--- config.mk ---
export PLATFORM = sky130hd
export DESIGN_NAME = tmr_timer8
export DESIGN_NICKNAME = d
export VERILOG_FILES = /design/src/include/tmr_pkg.sv /design/src/rtl/tmr_timer8.sv
export SDC_FILE = /design/constraint.sdc
export NUM_CORES = 1
export LEC_CHECK = 0
export BUFFER_PORTS_ARGS = -buffer_cell sky130_fd_sc_hd__buf_2
export CORE_ASPECT_RATIO = 0.5
export CORE_MARGIN = 5
export CORE_UTILIZATION = 48
export CTS_BUF_LIST = sky130_fd_sc_hd__clkbuf_2
export DETAILED_ROUTE_END_ITERATION = 6
export GPL_TIMING_DRIVEN = 0
export PLACE_DENSITY = 0.72
export SLEW_MARGIN = 20
export SYNTH_ARGS = -nofsm -noshare
export SYNTH_HDL_FRONTEND = slang
export SYNTH_SLANG_ARGS = --single-unit
--- constraint.sdc ---
create_clock -name CORE_CLK_I -period 3.1 [get_ports CORE_CLK_I]
set_input_delay 0.155 -clock CORE_CLK_I [delete_from_list [all_inputs] [get_ports CORE_CLK_I]]
set_output_delay 0.155 -clock CORE_CLK_I [all_outputs]
set_load 0.1 [all_outputs]
--- src/include/tmr_pkg.sv ---
`default_nettype none
package tmr_pkg;
  // Register offsets (byte addresses on the register bus).
  localparam logic [7:0] ADDR_CONTROL_A = 8'h30;
  localparam logic [7:0] ADDR_CONTROL_B = 8'h33;
  localparam logic [7:0] ADDR_COUNT = 8'h34;
  localparam logic [7:0] ADDR_COMPARE_A = 8'h38;
  localparam logic [7:0] ADDR_COMPARE_B = 8'h3c;
  localparam logic [7:0] ADDR_IRQ_ENABLES = 8'h40;
  localparam logic [7:0] ADDR_IRQ_FLAGS = 8'h44;
  localparam logic [7:0] ADDR_IRQ_ACK = 8'h48;
  // Control B fields.
  localparam int FOC_A_BIT = 7;
  localparam int FOC_B_BIT = 6;
  localparam int WGM2_BIT = 3;
  localparam int CS_HI = 2;
  // Control A fields (own register).
  localparam int COMA_HI = 7;
  localparam int COMA_LO = 6;
  localparam int COMB_HI = 5;
  localparam int COMB_LO = 4;
  localparam int WGM_HI = 1;
  // Flag / enable positions.
  localparam int FLAG_CMPB = 2;
  localparam int FLAG_CMPA = 1;
  localparam int FLAG_OVF = 0;
  localparam logic [2:0] FLAG_MASK = 3'h7;
  localparam logic [7:0] RESET_BYTE = 8'h00;
  localparam logic [7:0] COUNT_MAX = 8'hff;
  localparam logic [7:0] COUNT_BOTTOM = 8'h00;
  // Prescaler taps.
  localparam logic [9:0] DIV8_MASK = 10'h007;
  localparam logic [9:0] DIV64_MASK = 10'h03f;
  localparam logic [9:0] DIV256_MASK = 10'h0ff;
  localparam logic [9:0] DIV1024_MASK = 10'h3ff;
  typedef enum logic [2:0] {
    CS_STOP = 3'b000,
    CS_DIV1 = 3'b001,
    CS_DIV8 = 3'b010,
    CS_DIV64 = 3'b011,
    CS_DIV256 = 3'b100,
    CS_DIV1024 = 3'b101,
    CS_EXT_FALL = 3'b110,
    CS_EXT_RISE = 3'b111
  } tmr_clk_sel_e;
  typedef enum logic [2:0] {
    WM_NORMAL = 3'b000,
    WM_PC_PWM = 3'b001,
    WM_CTC = 3'b010,
    WM_FAST_PWM = 3'b011,
    WM_RSVD4 = 3'b100,
    WM_PC_PWM_TOPA = 3'b101,
    WM_RSVD6 = 3'b110,
    WM_FAST_PWM_TOPA = 3'b111
  } tmr_wave_mode_e;
  typedef enum logic [1:0] {
    COM_OFF = 2'b00,
    COM_TOGGLE = 2'b01,
    COM_CLEAR = 2'b10,
    COM_SET = 2'b11
  } tmr_com_e;
endpackage
`default_nettype wire

--- src/rtl/tmr_timer8.sv ---
// Our own choice: the Wishbone interface to the registers.
`timescale 1ns/10ps
`default_nettype none
// Contract
// - Force A strobes channel A output in non-PWM.
// - Force B strobes channel B output in non-PWM.
// - Forced strobe sets no flag, clears nothing.
// - Force bits read zero, ignored in PWM.
// - Control B bits 5:4 read zero.
// - Clock select stop, div 1/8/64/256/1024.
// - Codes 6 and 7 count pin edges.
// - Pin edges count even when output.
// - Counter register readable and writable.
// - Counter write blocks next tick match.
// - Compare registers match count continuously.
// - Enables at bits 2,1,0 gate requests.
// - Mask and flag bits 7:3 read zero.
// - Compare B match sets flag bit 2.
// - Compare A match sets flag bit 1.
// - Vector acknowledge clears flag by hardware.
// - Writing one clears flag; zero keeps.
// - Overflow flag point depends on mode.
// - Mode field selects normal, CLEAR_ON_MATCH_MODE, PWMs.
// - Non-PWM output modes toggle, clear, set.
module tmr_timer8 (
  // Clock and reset
  input wire logic CORE_CLK_I,
  input wire logic RESETN_I,
  // Wishbone slave
  input wire logic WB_CYC_I,
  input wire logic WB_STB_I,
  input wire logic WB_WE_I,
  input wire logic [7:0] WB_ADR_I,
  input wire logic [3:0] WB_SEL_I,
  input wire logic [31:0] WB_DAT_I,
  output logic [31:0] WB_DAT_O,
  output logic WB_ACK_O,
  output logic WB_ERR_O,
  // Processor interrupt side
  input wire logic GLOBAL_IRQ_EN_I,
  input wire logic [2:0] VECTOR_ACK_I,
  output logic [2:0] IRQ_REQ_O,
  // Pins
  input wire logic EXTERNAL_COUNT_PIN_I,
  output logic WAVE_OUT_A_O,
  output logic WAVE_OUT_A_EN_O,
  output logic WAVE_OUT_B_O,
  output logic WAVE_OUT_B_EN_O
);
  logic [7:0] ctrl_a;
  logic [3:0] ctrl_b;
  logic [7:0] count;
  logic [7:0] cmp_a, cmp_b;
  logic [2:0] irq_en;
  logic [2:0] flags;
  logic [9:0] presc;
  logic [2:0] pin_sync;
  logic pin_last;
  logic tick, down;
  logic block_match;
  logic wave_a, wave_b;
  logic req, wr, rd_ok;
  logic [7:0] rd_byte;
  logic [7:0] top;
  logic pwm_mode, fast_mode, pc_mode;
  logic match_a, match_b;
  logic force_a, force_b;
  logic wr_count;
  logic [7:0] next_count;
  logic next_down;
  logic ovf_evt;
  logic pin_rise, pin_fall;
  tmr_pkg::tmr_wave_mode_e mode;
  tmr_pkg::tmr_clk_sel_e clk_sel;

  function automatic logic valid_adr(input logic [7:0] a);
    valid_adr = (a == tmr_pkg::ADDR_CONTROL_A) ||
                (a == tmr_pkg::ADDR_CONTROL_B) ||
                (a == tmr_pkg::ADDR_COUNT) ||
                (a == tmr_pkg::ADDR_COMPARE_A) ||
                (a == tmr_pkg::ADDR_COMPARE_B) ||
                (a == tmr_pkg::ADDR_IRQ_ENABLES) ||
                (a == tmr_pkg::ADDR_IRQ_FLAGS);
  endfunction

  // Output-mode action on a match; next pin level.
  function automatic logic com_apply(input logic [1:0] com,
                                     input logic cur);
    unique case (com)
      tmr_pkg::COM_TOGGLE: com_apply = ~cur;
      tmr_pkg::COM_CLEAR: com_apply = 1'b0;
      tmr_pkg::COM_SET: com_apply = 1'b1;
      default: com_apply = cur;
    endcase
  endfunction

  // Bus decode: the ack comes one cycle after the request.
  assign req = WB_CYC_I && WB_STB_I && !WB_ACK_O && !WB_ERR_O;
  assign rd_ok = valid_adr(WB_ADR_I);
  assign wr = req && WB_WE_I && rd_ok && WB_SEL_I[0];

  always_ff @(posedge CORE_CLK_I or negedge RESETN_I) begin
    if (!RESETN_I) begin
      WB_ACK_O <= 1'b0;
      WB_ERR_O <= 1'b0;
    end else begin
      WB_ACK_O <= req && rd_ok;
      WB_ERR_O <= req && !rd_ok;
    end
  end

  always_comb begin
    rd_byte = tmr_pkg::RESET_BYTE;
    unique case (WB_ADR_I)
      tmr_pkg::ADDR_CONTROL_A: rd_byte = ctrl_a;
      // force strobes and reserved bits read zero.
      tmr_pkg::ADDR_CONTROL_B: rd_byte = {4'h0, ctrl_b};
      tmr_pkg::ADDR_COUNT: rd_byte = count;
      tmr_pkg::ADDR_COMPARE_A: rd_byte = cmp_a;
      tmr_pkg::ADDR_COMPARE_B: rd_byte = cmp_b;
      // upper mask and flag bits read zero.
      tmr_pkg::ADDR_IRQ_ENABLES: rd_byte = {5'h00, irq_en};
      tmr_pkg::ADDR_IRQ_FLAGS: rd_byte = {5'h00, flags};
      default: rd_byte = tmr_pkg::RESET_BYTE;
    endcase
  end

  always_ff @(posedge CORE_CLK_I or negedge RESETN_I) begin
    if (!RESETN_I) begin
      WB_DAT_O <= 32'h0000_0000;
    end else if (req && !WB_WE_I) begin
      WB_DAT_O <= {24'h00_0000, rd_byte};
    end
  end

  // Configuration registers.
  always_ff @(posedge CORE_CLK_I or negedge RESETN_I) begin
    if (!RESETN_I) begin
      ctrl_a <= tmr_pkg::RESET_BYTE;
      ctrl_b <= 4'h0;
      cmp_a <= tmr_pkg::RESET_BYTE;
      cmp_b <= tmr_pkg::RESET_BYTE;
      irq_en <= 3'h0;
    end else if (wr) begin
      unique case (WB_ADR_I)
        tmr_pkg::ADDR_CONTROL_A: ctrl_a <= WB_DAT_I[7:0];
        tmr_pkg::ADDR_CONTROL_B: ctrl_b <= WB_DAT_I[3:0];
        tmr_pkg::ADDR_COMPARE_A: cmp_a <= WB_DAT_I[7:0];
        tmr_pkg::ADDR_COMPARE_B: cmp_b <= WB_DAT_I[7:0];
        tmr_pkg::ADDR_IRQ_ENABLES: irq_en <= WB_DAT_I[2:0];
        default: ;
      endcase
    end
  end

  assign mode = tmr_pkg::tmr_wave_mode_e'({ctrl_b[tmr_pkg::WGM2_BIT],
                                           ctrl_a[tmr_pkg::WGM_HI:0]});
  assign clk_sel = tmr_pkg::tmr_clk_sel_e'(ctrl_b[tmr_pkg::CS_HI:0]);
  assign fast_mode = (mode == tmr_pkg::WM_FAST_PWM) ||
                     (mode == tmr_pkg::WM_FAST_PWM_TOPA);
  assign pc_mode = (mode == tmr_pkg::WM_PC_PWM) ||
                   (mode == tmr_pkg::WM_PC_PWM_TOPA);
  assign pwm_mode = fast_mode || pc_mode;
  assign top = (mode == tmr_pkg::WM_CTC || mode == tmr_pkg::WM_PC_PWM_TOPA ||
                mode == tmr_pkg::WM_FAST_PWM_TOPA) ? cmp_a
                                                   : tmr_pkg::COUNT_MAX;

  // strobes act only in non-PWM modes.
  assign force_a = wr && WB_ADR_I == tmr_pkg::ADDR_CONTROL_B &&
                   WB_DAT_I[tmr_pkg::FOC_A_BIT] && !pwm_mode;
  assign force_b = wr && WB_ADR_I == tmr_pkg::ADDR_CONTROL_B &&
                   WB_DAT_I[tmr_pkg::FOC_B_BIT] && !pwm_mode;
  assign wr_count = wr && WB_ADR_I == tmr_pkg::ADDR_COUNT;

  // Prescaler runs free from reset.
  always_ff @(posedge CORE_CLK_I or negedge RESETN_I) begin
    if (!RESETN_I) begin
      presc <= 10'h000;
    end else begin
      presc <= presc + 10'h001;
    end
  end

  // the pin is sampled regardless of its direction.
  always_ff @(posedge CORE_CLK_I or negedge RESETN_I) begin
    if (!RESETN_I) begin
      pin_sync <= 3'h0;
      pin_last <= 1'b0;
    end else begin
      pin_sync <= {pin_sync[1:0], EXTERNAL_COUNT_PIN_I};
      if (pin_sync[1] == pin_sync[2]) begin
        pin_last <= pin_sync[2];
      end
    end
  end
  assign pin_rise = (pin_sync[1] == pin_sync[2]) && pin_sync[2] && !pin_last;
  assign pin_fall = (pin_sync[1] == pin_sync[2]) && !pin_sync[2] && pin_last;

  always_comb begin
    unique case (clk_sel)
      tmr_pkg::CS_STOP: tick = 1'b0;
      tmr_pkg::CS_DIV1: tick = 1'b1;
      tmr_pkg::CS_DIV8: tick = (presc & tmr_pkg::DIV8_MASK) == 10'h000;
      tmr_pkg::CS_DIV64: tick = (presc & tmr_pkg::DIV64_MASK) == 10'h000;
      tmr_pkg::CS_DIV256: tick = (presc & tmr_pkg::DIV256_MASK) == 10'h000;
      tmr_pkg::CS_DIV1024: tick = (presc & tmr_pkg::DIV1024_MASK) == 10'h000;
      tmr_pkg::CS_EXT_FALL: tick = pin_fall;
      tmr_pkg::CS_EXT_RISE: tick = pin_rise;
    endcase
  end

  // continuous compare, masked after a counter write.
  // match blocked on the first tick after a write.
  assign match_a = tick && count == cmp_a && !block_match;
  assign match_b = tick && count == cmp_b && !block_match;

  // Counting sequence per mode.
  always_comb begin
    next_count = count;
    next_down = down;
    ovf_evt = 1'b0;
    if (pc_mode) begin
      if (!down && count == top) begin
        next_down = 1'b1;
        next_count = count - 8'h01;
      end else if (down && count == tmr_pkg::COUNT_BOTTOM) begin
        next_down = 1'b0;
        next_count = count + 8'h01;
        ovf_evt = 1'b1;
      end else begin
        next_count = down ? count - 8'h01 : count + 8'h01;
      end
    end else if (count == top) begin
      next_count = tmr_pkg::COUNT_BOTTOM;
      next_down = 1'b0;
      // overflow at max, or at top in fast PWM with A as top.
      ovf_evt = (mode == tmr_pkg::WM_FAST_PWM_TOPA) ||
                (count == tmr_pkg::COUNT_MAX);
    end else begin
      next_count = count + 8'h01;
      next_down = 1'b0;
      ovf_evt = (count == tmr_pkg::COUNT_MAX);
    end
  end

  // direct counter access; force never clears it.
  always_ff @(posedge CORE_CLK_I or negedge RESETN_I) begin
    if (!RESETN_I) begin
      count <= tmr_pkg::COUNT_BOTTOM;
      down <= 1'b0;
    end else if (wr_count) begin
      count <= WB_DAT_I[7:0];
    end else if (tick) begin
      count <= next_count;
      down <= next_down;
    end
  end

  always_ff @(posedge CORE_CLK_I or negedge RESETN_I) begin
    if (!RESETN_I) begin
      block_match <= 1'b0;
    end else if (wr_count) begin
      block_match <= 1'b1;
    end else if (tick) begin
      block_match <= 1'b0;
    end
  end

  // forced strobes are not set sources.
  always_ff @(posedge CORE_CLK_I or negedge RESETN_I) begin
    if (!RESETN_I) begin
      flags <= 3'h0;
    end else begin
      for (int i = 0; i < 3; i++) begin
        if ((i == tmr_pkg::FLAG_CMPB && match_b) ||
            (i == tmr_pkg::FLAG_CMPA && match_a) ||
            (i == tmr_pkg::FLAG_OVF && tick && ovf_evt && !wr_count)) begin
          flags[i] <= 1'b1;
        end else if (VECTOR_ACK_I[i] ||
                     (wr && WB_ADR_I == tmr_pkg::ADDR_IRQ_FLAGS &&
                      WB_DAT_I[i])) begin
          flags[i] <= 1'b0;
        end
      end
    end
  end

  assign IRQ_REQ_O = flags & irq_en & {3{GLOBAL_IRQ_EN_I}} &
                     tmr_pkg::FLAG_MASK;

  // waveform outputs; force uses the same action.
  always_ff @(posedge CORE_CLK_I or negedge RESETN_I) begin
    if (!RESETN_I) begin
      wave_a <= 1'b0;
    end else if (!pwm_mode && (match_a || force_a)) begin
      wave_a <= com_apply(ctrl_a[tmr_pkg::COMA_HI:tmr_pkg::COMA_LO], wave_a);
    end else if (fast_mode && tick) begin
      if (count == top) begin
        wave_a <= ctrl_a[tmr_pkg::COMA_LO] ? 1'b0 : 1'b1;
      end else if (count == cmp_a) begin
        wave_a <= ctrl_a[tmr_pkg::COMA_LO];
      end
    end else if (pc_mode && tick && count == cmp_a) begin
      wave_a <= ctrl_a[tmr_pkg::COMA_LO] ^ down;
    end
  end

  always_ff @(posedge CORE_CLK_I or negedge RESETN_I) begin
    if (!RESETN_I) begin
      wave_b <= 1'b0;
    end else if (!pwm_mode && (match_b || force_b)) begin
      wave_b <= com_apply(ctrl_a[tmr_pkg::COMB_HI:tmr_pkg::COMB_LO], wave_b);
    end else if (fast_mode && tick) begin
      if (count == top) begin
        wave_b <= ctrl_a[tmr_pkg::COMB_LO] ? 1'b0 : 1'b1;
      end else if (count == cmp_b) begin
        wave_b <= ctrl_a[tmr_pkg::COMB_LO];
      end
    end else if (pc_mode && tick && count == cmp_b) begin
      wave_b <= ctrl_a[tmr_pkg::COMB_LO] ^ down;
    end
  end

  assign WAVE_OUT_A_O = wave_a;
  assign WAVE_OUT_B_O = wave_b;
  assign WAVE_OUT_A_EN_O = ctrl_a[tmr_pkg::COMA_HI:tmr_pkg::COMA_LO] != 2'b00;
  assign WAVE_OUT_B_EN_O = ctrl_a[tmr_pkg::COMB_HI:tmr_pkg::COMB_LO] != 2'b00;

  AST_FORCE_A: assert property (@(posedge CORE_CLK_I) disable iff (!RESETN_I)
    force_a && !match_a && ctrl_a[7:6] == 2'b01 |=> wave_a != $past(wave_a))
    else $error("forced toggle A missing");
  AST_FORCE_B: assert property (@(posedge CORE_CLK_I) disable iff (!RESETN_I)
    force_b && !match_b && ctrl_a[5:4] == 2'b11 |=> wave_b)
    else $error("forced set B missing");
  AST_FORCE_NOFLAG: assert property (@(posedge CORE_CLK_I)
    disable iff (!RESETN_I)
    force_a && !match_a && !flags[1] && !VECTOR_ACK_I[1] |=> !flags[1])
    else $error("force set a flag");
  AST_CTRLB_RD: assert property (@(posedge CORE_CLK_I) disable iff (!RESETN_I)
    WB_ACK_O && $past(WB_ADR_I) == tmr_pkg::ADDR_CONTROL_B && !$past(WB_WE_I)
    |-> WB_DAT_O[7:4] == 4'h0)
    else $error("control B high bits nonzero");
  AST_STOPPED: assert property (@(posedge CORE_CLK_I) disable iff (!RESETN_I)
    clk_sel == tmr_pkg::CS_STOP && !wr_count |=> count == $past(count))
    else $error("counter moved while stopped");
  AST_BLOCK: assert property (@(posedge CORE_CLK_I) disable iff (!RESETN_I)
    wr_count ##1 (tick && !wr_count) |-> !match_a && !match_b)
    else $error("match after counter write");
  AST_CMPA_SET: assert property (@(posedge CORE_CLK_I) disable iff (!RESETN_I)
    match_a |=> flags[1])
    else $error("compare A flag not set");
  AST_W1C: assert property (@(posedge CORE_CLK_I) disable iff (!RESETN_I)
    wr && WB_ADR_I == tmr_pkg::ADDR_IRQ_FLAGS && WB_DAT_I[2] && !match_b
    |=> !flags[2])
    else $error("write one did not clear B");
  AST_IRQ: assert property (@(posedge CORE_CLK_I) disable iff (!RESETN_I)
    IRQ_REQ_O[0] |-> flags[0] && irq_en[0] && GLOBAL_IRQ_EN_I)
    else $error("overflow request without cause");
endmodule // tmr_timer8
`default_nettype wire

==> results.md, run 1 <==
* Layout cell share with drive strength beyond 1 at 0.2577
* Syn Area/Cell at 9.776 sq um
* Final net count at ~600
* Yosys reg bits at 70
* # DRC at 0
* Grt total ovfl at 0
* Worst Hold Margin at around 0.11 ns
* Largest net degree at the start of global routing at 52
* Routability cong. at roughly 0.94
* Clock latency on the worst-skew pair at about 0.55 ns
* Clock transition at path regs at around 0.19 ns
* Fraction of registers with async set or reset after synthesis at 1.000
* Critical path data required time at roughly 3.6 ns
* Post-synth EDFFs at 0
* Post-synthesis cell type count at 67
* Post-Synth XOR/XNOR Area at 0.04977
* Crit path max fanout at 10
* Final period util at 0.9568
* Placed Instance Area at between 4000 and 5000 sq um
* PwrDens at roughly 420 nW/um^2
* TritonCTS Sinks at 70
* Syn-to-layout area delta at 18.66%
* Ant. Diodes at 0
* RSZ-0062 raised after global routing: false
* Multiplexer share of the synthesized area at 0.1118
* Die height at 77.70 microns
* Crit Path Category: reg2reg
* Routed len/inst at 16.83 microns
* Status: complete, no violations
* First-pass GRT wire length at between 15 and 20 mm
* CP Launch Type: register
* Synth top cells by count: dfrtp_1 (70), nand2_1 (41), mux2_2 (31)
* Adder-cell area share of the yosys netlist at 0.02844
* Die width at between 100 and 150 microns
* Die area at ~11000 sq um
* Initial antenna violation count at 0
* Tot GR Track Use at 0.2039
* Ports at 95
* Vias after detailed routing at 3802
* Synth area leader: dfrtp_1
* Pleak at ~2.4 nW
* CTS Root Cell: clkbuf_2
* Post-synthesis cell count at 450
* F_max at around 0.34 GHz
* CTS tree: built
* Worst Path Arrival at around 3.4 ns
* Worst slew pin tran at approximately 0.79 ns
* Register area share after synthesis at 0.3982
* Setup violations, final at 0
* # port buffers at 42
* Final Hold Fails at 0
* Vias/cell at ~5.7
* Top-area cell type share of the netlist area at 0.3982
* Crit. End Element: register
* Post-Layout Cell Count at around 670
* Leading post-synthesis cells by cell area: dfrtp_1 (40%), mux2_2 (7.9%), buf_4 (4.3%)
* Most frequent cell after synthesis: dfrtp_1
* Post-cts sizing count at 0
* Post-DRT Antenna Nets at 0
* Total Wirelength at between 10 and 15 mm
* MaxCap Viol Count at 0
* DR pass1 iterations at 5
* Slew Limit Fails at 0
* Main synth FF type: dfrtp_1
* Htree depth at 3
* Detail Placement HPWL at 8.455 mm
* Post-Syn Area at approximately 4400 sq um
* Row Count at 24
* Main combinational cell family by area after synthesis: simple AND/OR/NAND/NOR gates
* Placed cell count at approximately 630
* Yosys warnings at 0
* CTS buffer count at 9
* Initial Util at 0.4983
* Synth Area in Simple Gates at 0.1886
* Hold Path Class: in2reg
* Setup TNS at 0 ns
* Max clock buf depth at 2
* Synth Area in Compound Gates at 0.1379
* DRT iter0 DRCs at ~430
* Clock Skews at between 0.02 and 0.025 ns
* Final min period at ~3.0 ns
* Vias in the first global route at between 3000 and 4000
* Peak supply drop at 0.0002089 V
* Design area at roughly 5200 sq um
* Core area at around 8800 sq um
* Worst slew margin at 0.4710
-- power by group --
part / internal [mW] / switching, mW / total, mW
combinational: 0.162 / 0.364 / 0.526
sequential: 0.947 / 0.0230 / 0.970
clock: 0.344 / 0.335 / 0.679
total: 1.45 / 0.723 / 2.18
-- layer usage --
| metal | share of wire | track usage | vias up | routed length, microns |
|---|---|---|---|---|
| li1 | - | - | 1784 | - |
| met1 | 0.43 | 0.2691 | 1828 | 4881 |
| met2 | 0.45 | 0.3295 | 165 | 5078 |
| met3 | 0.098 | 0.05821 | 25 | 1105 |
| met4 | 0.016 | 0.06331 | 0 | 180 |
| met5 | 0 | 0 | - | 0 |
-- logic make-up after synthesis --
| kind of cell | count (synthesis) |
|---|---|
| DFF | 70 |
| xor gates and xnor gates | 25 |
| AOI/OAI and AO/OA | 85 |
| and+or+nand+nor | 153 |
| buffers and inverters | 67 |
| other | 1 |
| adders and majority gates | 10 |
| muxes | 39 |
-- final cells by class --
class | instances | area (sq um)
inverter | 19 | 71.32
fill | 801 | 3608
multi-input combinational | 336 | 2362
tap | 117 | 146.4
sequential | 70 | 1752
buffer | 48 | 300.3
clock inverter | 7 | 112.6
timing repair buffer | 62 | 430.4
clock buffer | 9 | 45.04
-- final timing paths --
check | cells after the start | slack (ns) | startpoint | endpoint
setup / recovery | 8 | 0.13 | count[2]$_DFFE_PN0P_ | WAVE_OUT_B_O$_DFFE_PN0P_
hold / removal | 4 | 0.11 | WB_ADR_I[1] | WB_ERR_O$_DFF_PN0_
setup reg to reg | 8 | 0.13 | count[2]$_DFFE_PN0P_ | WAVE_OUT_B_O$_DFFE_PN0P_
hold reg to reg | 0 | 0.37 | pin_sync[0]$_DFF_PN0_ | pin_sync[1]$_DFF_PN0_
max in group asynchronous | 4 | 1.50 | RESETN_I | irq_en[1]$_DFFE_PN0P_
min in group asynchronous | 3 | 0.49 | RESETN_I | pin_last$_DFFE_PN0N_
-- cell usage in the layout, fill, tap and decap left out, types with 7 or more instances in the layout --
| cell | n |
|---|---|
| a21oi_1 | 9 |
| a31oi_1 | 7 |
| and3_1 | 10 |
| buf_2 | 50 |
| buf_4 | 26 |
| clkbuf_1 | 11 |
| clkbuf_2 | 9 |
| conb_1 | 24 |
| dfrtp_1 | 70 |
| dlygate4sd3_1 | 19 |
| ha_1 | 10 |
| inv_1 | 19 |
| mux2_2 | 31 |
| nand2_1 | 41 |
| nand3_1 | 19 |
| nand4_1 | 7 |
| nor2_1 | 29 |
| nor3_1 | 11 |
| o21ai_0 | 18 |
| xnor2_1 | 7 |
| xor2_1 | 18 |
-- critical path: stages, from the launching register on --
cell and delay (ns):
dfrtp_1 0.44, buf_2 0.20, xor2_1 0.18, nor4_1 0.59
nand2_1 0.29, o41a_1 0.48, nor4b_4 0.17, a311o_1 0.33
a31o_1 0.22
-- metrics by stage --
stage / util / setup WS, ns / power (mW)
6_report: 0.5913 / 0.1340 / 2.175
5_1_grt: 0.5913 / 0.04132 / 2.278
4_1_cts: 0.5913 / 0.3099 / 2.186
3_5_place_dp: 0.5519 / 0.3310 / 1.490
3_3_place_gp: 0.5485 / 0.3212 / 1.477
2_1_floorplan: - / 0.5535 / 1.374
-- flip-flops by register name (all words and copies together), names as in the netlist --
signal        count
presc            10
WB_DAT_O          8
cmp_a             8
cmp_b             8
count             8
ctrl_a            8
ctrl_b            4
flags             3
irq_en            3
pin_sync          3
WAVE_OUT_A_O      1
WAVE_OUT_B_O      1
WB_ACK_O          1
WB_ERR_O          1
block_match       1
down              1
pin_last          1
-- repair_timing --
item,4_1_cts,5_1_grt
hold buffers,19,0
endpoints found under the hold margin,115,0
setup buffers,0,0
No activity file was read; power rests on OpenSTA's default activity.
==> run 2: changes to the inputs <==
--- a/config.mk
+++ b/config.mk
@@ -8,11 +8,11 @@
 export BUFFER_PORTS_ARGS = -buffer_cell sky130_fd_sc_hd__buf_2
 export CORE_ASPECT_RATIO = 0.5
 export CORE_MARGIN = 5
-export CORE_UTILIZATION = 48
+export CORE_UTILIZATION = 50
 export CTS_BUF_LIST = sky130_fd_sc_hd__clkbuf_2
 export DETAILED_ROUTE_END_ITERATION = 6
 export GPL_TIMING_DRIVEN = 0
-export PLACE_DENSITY = 0.72
+export PLACE_DENSITY = 0.74
 export SLEW_MARGIN = 20
 export SYNTH_ARGS = -nofsm -noshare
 export SYNTH_HDL_FRONTEND = slang
==> run 2 against run 1 <==
Setup slack better by 0.014 ns. Critical path depth stayed put. Register-to-register slack barely moved. Utilization rose by 0.84 points. Final area is 0.65% lower. Sequential power hardly changed. Hold slack got worse by 0.017 ns. Largest cell class unchanged.
==> results.md, run 2 (same netlist as run 1, synthesis figures left out) <==
* Reg-to-reg critical path startpoint: count[2]$_DFFE_PN0P_ (unchanged)
* Clk network pwr share at 0.286 (was 0.312)
* Worst Path Arrival at 3.41 ns (was 3.42 ns)
* Clock transition at path regs at 0.20 ns (was 0.19 ns)
* Setup TNS at 0 ns (unchanged)
* Vias after detailed routing at 3695 (was 3802)
* Row Count at 24 (unchanged)
* Detail Placement HPWL at 8.193 mm (was 8.455 mm)
* Final Hold Fails at 0 (unchanged)
* Final net count at 609 (was 610)
* Worst slew pin tran at 0.7496 ns (was 0.7935 ns)
* Slew Limit Fails at 0 (unchanged)
* Core area at 8648 sq um (was 8828 sq um)
* Fin util at 0.5997 (was 0.5913)
* Total Wirelength at 10.93 mm (was 11.25 mm)
* CP Launch Type: register (unchanged)
* Worst Hold Margin at 0.08976 ns (was 0.1068 ns)
* # DRC at 0 (unchanged)
* CTS Root Cell: clkbuf_2 (unchanged)
* Layout cell share with drive strength beyond 1 at 0.2564 (was 0.2577)
* Post-DRT Antenna Nets at 0 (unchanged)
* TritonCTS Sinks at 70 (unchanged)
* Logic pwr share at 0.251 (was 0.242)
* Final min period at 2.952 ns (was 2.966 ns)
* Worst Hold End: WB_ERR_O$_DFF_PN0_ (unchanged)
* Min-delay src: WB_ADR_I[0] (was WB_ADR_I[1])
* Worst slew margin at 0.4874 (was 0.4710)
* CTS tree: built (unchanged)
* Top reg by flops: presc (unchanged)
* Commonest non-fill, non-tap cell in the layout: dfrtp_1 (unchanged)
* Int Pwr at 1.370 mW (was 1.453 mW)
* Design Power at 2.100 mW (was 2.175 mW)
* F_max at 0.3387 GHz (was 0.3372 GHz)
* Max clock buf depth at 2 (unchanged)
* Status: complete, no violations (unchanged)
* DRT iter0 DRCs at 256 (was 425)
* Final period util at 0.9524 (was 0.9568)
* Sw Ratio at 0.3477 (was 0.3322)
* Syn-to-layout area delta at 17.89% (was 18.66%)
* Largest net degree at the start of global routing at 54 (was 52)
* Crit Path Category: reg2reg (unchanged)
* Setup slack, reg-to-reg at 0.15 ns (was 0.13 ns)
* Clock Skews at 0.02181 ns (was 0.02077 ns)
* Die height at 76.33 microns (was 77.70 microns)
* Commonest cells after routing, fill and taps aside: dfrtp_1 (70), buf_2 (50), nand2_1 (41) (unchanged)
* Grt total ovfl at 0 (unchanged)
* Crit. End Element: register (unchanged)
* Die width at 142.7 microns (was 145.4 microns)
* Ant. Diodes at 0 (unchanged)
* Number of fill cells at 766 (was 801)
* DR pass1 iterations at 5 (unchanged)
* Pleak at 2.420 nW (was 2.441 nW)
* Max reg flops at 10 (unchanged)
* Worst reg2reg path depth at 8 (unchanged)
* PwrDens at 404.9 nW/um^2 (was 416.7 nW/um^2)
* Peak supply drop at 0.0002152 V (was 0.0002089 V)
* Post-CTS Setup Inserts at 0 (unchanged)
* RSZ-0062 raised after global routing: false (unchanged)
* Hold Path Depth at 4 (unchanged)
* Vias/cell at 5.540 (was 5.692)
* CTS buffer count at 9 (unchanged)
* Clock latency on the worst-skew pair at 0.55 ns (about the same)
* Critical path data required time at 3.56 ns (about the same)
* Setup violations, final at 0 (unchanged)
* Vias in the first global route at 3490 (was 3675)
* First-pass GRT wire length at 18.06 mm (was 18.46 mm)
* Routed len/inst at 16.38 microns (was 16.83 microns)
* Htree depth at 3 (unchanged)
* Switch Pwr at 0.7302 mW (was 0.7226 mW)
* Hold buffer count at CTS at 18 (was 19)
* # port buffers at 42 (unchanged)
* MaxCap Viol Count at 0 (unchanged)
* Routability cong. at 0.9512 (was 0.9444)
* R2R Path End: WAVE_OUT_B_O$_DFFE_PN0P_ (unchanged)
* Initial Util at 0.5087 (was 0.4983)
* Die area at 10890 sq um (was 11300 sq um)
* Post-cts sizing count at 0 (unchanged)
* Initial antenna violation count at 0 (unchanged)
* Ports at 95 (unchanged)
* Crit path max fanout at 10 (unchanged)
* Tot GR Track Use at 0.2094 (was 0.2039)
* Hold Path Class: in2reg (unchanged)
* Sequential power share at 0.462 (was 0.446)
-- run 2: cell count changes in the layout (fill, tap and decap cells not counted) --
| cell | delta |
|---|---|
| dlygate4sd3_1 | -1 |
| clkinvlp_4 | +1 |
| clkinv_2 | -1 |
| bufinv_16 | -1 |
| clkinv_1 | +1 |
-- run 2: worst max-delay path by stage --
stage | start | endpoint | slack [ns] | depth (start not counted)
CTS | count[2]$_DFFE_PN0P_ | WAVE_OUT_B_O$_DFFE_PN0P_ | 0.26 | 8
global placement | count[2]$_DFFE_PN0P_ | WAVE_OUT_B_O$_DFFE_PN0P_ | 0.33 | 8
detailed placement | count[2]$_DFFE_PN0P_ | WAVE_OUT_B_O$_DFFE_PN0P_ | 0.33 | 8
floorplan | WB_ERR_O$_DFF_PN0_ | WAVE_OUT_B_O$_DFFE_PN0P_ | 0.55 | 7
finish | count[2]$_DFFE_PN0P_ | WAVE_OUT_B_O$_DFFE_PN0P_ | 0.15 | 8
global route | count[2]$_DFFE_PN0P_ | WAVE_OUT_B_O$_DFFE_PN0P_ | 0.08 | 8
-- run 2: stage by stage --
| stage | instances | setup WS [ns] | cell area, sq um |
|---|---|---|---|
| finish | 667 | 0.1477 | 5186 |
| global route | 667 | 0.08111 | 5186 |
| CTS | 667 | 0.2623 | 5186 |
| detailed placement | 633 | 0.3287 | 4872 |
| global placement | 632 | 0.3290 | 4842 |
| floorplan | 473 | 0.5535 | 4486 |
-- run 2: power groups by stage --
stage	Combinational [mW]	Sequential (mW)	Clock [mW]
3_5_place_dp	0.506	0.988	0
4_1_cts	0.524	0.971	0.615
2_1_floorplan	0.366	1.01	0
6_report	0.527	0.971	0.601
3_3_place_gp	0.498	0.985	0
5_1_grt	0.567	0.977	0.661
-- run 2: metal layers --
metal | wire length (microns) | vias up | track usage
met5 | 0 | - | 0
met1 | 4859 | 1770 | 0.2909
met3 | 1027 | 18 | 0.06959
met2 | 4904 | 137 | 0.3151
met4 | 136 | 0 | 0.05313
li1 | - | 1770 | -
-- run 2: critical path, cell delays in order (launching register included) --
cell and delay, ns:
dfrtp_1 0.44, buf_2 0.20, xor2_1 0.18, nor4_1 0.58
nand2_1 0.28, o41a_1 0.47, nor4b_4 0.17, a311o_1 0.33
a31o_1 0.22
-- run 2: area by class of cell --
type,instances,area (sq um),area share
timing repair buffer,61,420.4,0.08106
clock buffer,9,45.04,0.008685
inverter,19,71.32,0.01375
tap,117,146.4,0.02823
sequential,70,1752,0.3378
buffer,48,300.3,0.05790
clock inverter,7,88.84,0.01713
multi-input combinational,336,2362,0.4555
==> run 3: changes to the inputs <==
==> constraint.sdc (replaced) <==
create_clock -name CORE_CLK_I -period 3.33 [get_ports CORE_CLK_I]
set_input_delay 0.1665 -clock CORE_CLK_I [delete_from_list [all_inputs] [get_ports CORE_CLK_I]]
set_output_delay 0.1665 -clock CORE_CLK_I [all_outputs]
set_load 0.1 [all_outputs]
==> run 3 against run 2 <==
First-iteration DRC count decreased by 23%. Critical endpoint unchanged. Clock power decreased by 6.5%. Power decreased by 6.8%. Setup slack improved by 0.23 ns. Final area decreased by 0.39%. Sequential power decreased by 6.9%. Routed wire length increased by 0.43%. Cell count decreased by 0.30%. Count of clock-buffer cells in the layout unchanged. Non-clock buffer count decreased by 2.
==> results.md, run 3 (same netlist as run 1, synthesis figures left out) <==
* Status: complete, no violations (unchanged)
* Crit. End Element: register (unchanged)
* Final Hold Fails at 0 (unchanged)
* Crit Path Category: reg2reg (unchanged)
* Total Wirelength at 10.97 mm (was 10.93 mm)
* F_max at 0.3386 GHz (was 0.3387 GHz)
* Setup TNS at 0 ns (unchanged)
* Post-DRT Antenna Nets at 0 (unchanged)
* Hold Path Class: in2reg (unchanged)
* Layout cell share with drive strength beyond 1 at 0.2573 (was 0.2564)
* CTS tree: built (unchanged)
* Design Power at 1.957 mW (was 2.100 mW)
* Syn-to-layout area delta at 17.43% (was 17.89%)
* Tot GR Track Use at 0.2093 (was 0.2094)
* Die width at 142.7 microns (unchanged)
* # port buffers at 42 (unchanged)
* Slowest-stage cell, CP: nor4_1 (unchanged)
* Placed Instance Area at 4872 sq um (unchanged)
* Post-cts sizing count at 0 (unchanged)
* Vias after detailed routing at 3681 (was 3695)
* Die area at 10890 sq um (unchanged)
* MaxCap Viol Count at 0 (unchanged)
* Core area at 8648 sq um (unchanged)
* Max clock buf depth at 2 (unchanged)
* RSZ-0062 raised after global routing: false (unchanged)
* Worst slew margin at 0.4690 (was 0.4874)
* Critical path data required time at 3.79 ns (was 3.56 ns)
* DRT iter0 DRCs at 196 (was 256)
* Design area at 5166 sq um (was 5186 sq um)
* Worst Path Arrival at 3.42 ns (was 3.41 ns)
* Place WS at 0.5587 ns (was 0.3287 ns)
* TritonCTS Sinks at 70 (unchanged)
* Clock latency on the worst-skew pair at 0.55 ns (about the same)
* First-pass GRT wire length at 18.04 mm (was 18.06 mm)
* Grt total ovfl at 0 (unchanged)
* Crit path max fanout at 10 (unchanged)
* CP Launch Type: register (unchanged)
* Largest net degree at the start of global routing at 54 (unchanged)
* Ant. Diodes at 0 (unchanged)
* Final worst-path setup slack at 0.3771 ns (was 0.1477 ns)
* Pleak at 2.418 nW (was 2.420 nW)
* Area occupied by multi-input gates at 2362 sq um (unchanged)
* Peak supply drop at 0.0002004 V (was 0.0002152 V)
* Worst reg2reg path depth at 8 (unchanged)
* Max reg flops at 10 (unchanged)
* Clock Skews at 0.01988 ns (was 0.02181 ns)
* Clock transition at path regs at 0.20 ns (about the same)
* CTS Root Cell: clkbuf_2 (unchanged)
* CTS buffer count at 9 (unchanged)
* Setup violations, final at 0 (unchanged)
* Worst slew pin tran at 0.7764 ns (was 0.7496 ns)
* Routability cong. at 0.9512 (unchanged)
* Row Count at 24 (unchanged)
* Final net count at 607 (was 609)
* Vias in the first global route at 3484 (was 3490)
* Register area at 1752 sq um (unchanged)
* Commonest cells after routing, fill and taps aside: dfrtp_1 (70), buf_2 (50), nand2_1 (41) (unchanged)
* Final period util at 0.8868 (was 0.9524)
* Vias/cell at 5.535 (was 5.540)
* Number of fill cells at 768 (was 766)
* Commonest non-fill, non-tap cell in the layout: dfrtp_1 (unchanged)
* Ports at 95 (unchanged)
* Routed len/inst at 16.50 microns (was 16.38 microns)
* Slew Limit Fails at 0 (unchanged)
* Crit-path cells: buf_2 > xor2_1 > nor4_1 > nand2_1 > o41a_1 > nor4b_4 > a311o_1 > a31o_1 (unchanged)
* Detail Placement HPWL at 8.193 mm (unchanged)
* PwrDens at 378.8 nW/um^2 (was 404.9 nW/um^2)
* # DRC at 0 (unchanged)
* Htree depth at 3 (unchanged)
* Hold Path Depth at 4 (unchanged)
* Initial antenna violation count at 0 (unchanged)
* Top reg by flops: presc (unchanged)
* Die height at 76.33 microns (unchanged)
* Crit path largest cell delay at 0.59 ns (was 0.58 ns)
* Final min period at 2.953 ns (was 2.952 ns)
* DR pass1 iterations at 5 (unchanged)
* Initial Util at 0.5087 (unchanged)
[run 3: cell types whose count changed in the layout (fill, tap and decap cells not counted)]
cell / previous run / this run
dlygate4sd3_1: 18 / 16
[run 3: where the power goes]
part           switching [mW]  internal, mW  total, mW
Clock                   0.319         0.243      0.562
Sequential             0.0222         0.881      0.904
Combinational           0.341         0.151      0.491
[run 3: stage by stage]
stage / cells / utilization / hold WS, ns
global route: 665 / 0.5974 / 0.1076
global placement: 632 / 0.5599 / 0.2763
CTS: 665 / 0.5974 / 0.07572
detailed placement: 633 / 0.5634 / 0.05832
floorplan: 473 / - / -0.1291
finish: 665 / 0.5974 / 0.09536
[run 3: path summary, 6_finish.rpt]
check / from / to / slack (ns)
setup / recovery: count[2]$_DFFE_PN0P_ / WAVE_OUT_B_O$_DFFE_PN0P_ / 0.38
hold / removal: WB_ADR_I[0] / WB_ERR_O$_DFF_PN0_ / 0.1
setup reg to reg: count[2]$_DFFE_PN0P_ / WAVE_OUT_B_O$_DFFE_PN0P_ / 0.38
hold reg to reg: pin_sync[0]$_DFF_PN0_ / pin_sync[1]$_DFF_PN0_ / 0.38
max in group asynchronous: RESETN_I / presc[8]$_DFF_PN0_ / 2.06
min in group asynchronous: RESETN_I / flags[2]$_DFFE_PN0P_ / 0.11
[run 3: cell type report]
type | instances | share of cell area
Clock inverter | 7 | 0.01720
Clock buffer | 9 | 0.008719
Inverter | 19 | 0.01380
Timing Repair Buffer | 59 | 0.07750
Tap cell | 117 | 0.02834
Multi-Input combinational cell | 336 | 0.4573
Buffer | 48 | 0.05813
Sequential cell | 70 | 0.3391
[run 3: per-layer routing]
metal,wire length (microns),GRT usage,vias to the layer above
met3,985,0.06959,19
met4,167,0.05313,0
met5,0,0,-
li1,-,-,1770
met2,4935,0.3151,130
met1,4885,0.2905,1762
[run 3: repair_timing]
| action | in CTS | in global routing |
|---|---|---|
| hold buffers | 16 | 0 |
| buffers inserted | 0 | 0 |
| endpoints found under the hold margin | 115 | 0 |
[run 3: critical path: cells and delay by family (launching register included)]
| family | cells | cell delay (ns) |
|---|---|---|
| flops | 1 | 0.44 |
| compound gates | 3 | 1.01 |
| xor+xnor | 1 | 0.18 |
| buf+inv | 1 | 0.20 |
| simple gates | 3 | 1.04 |
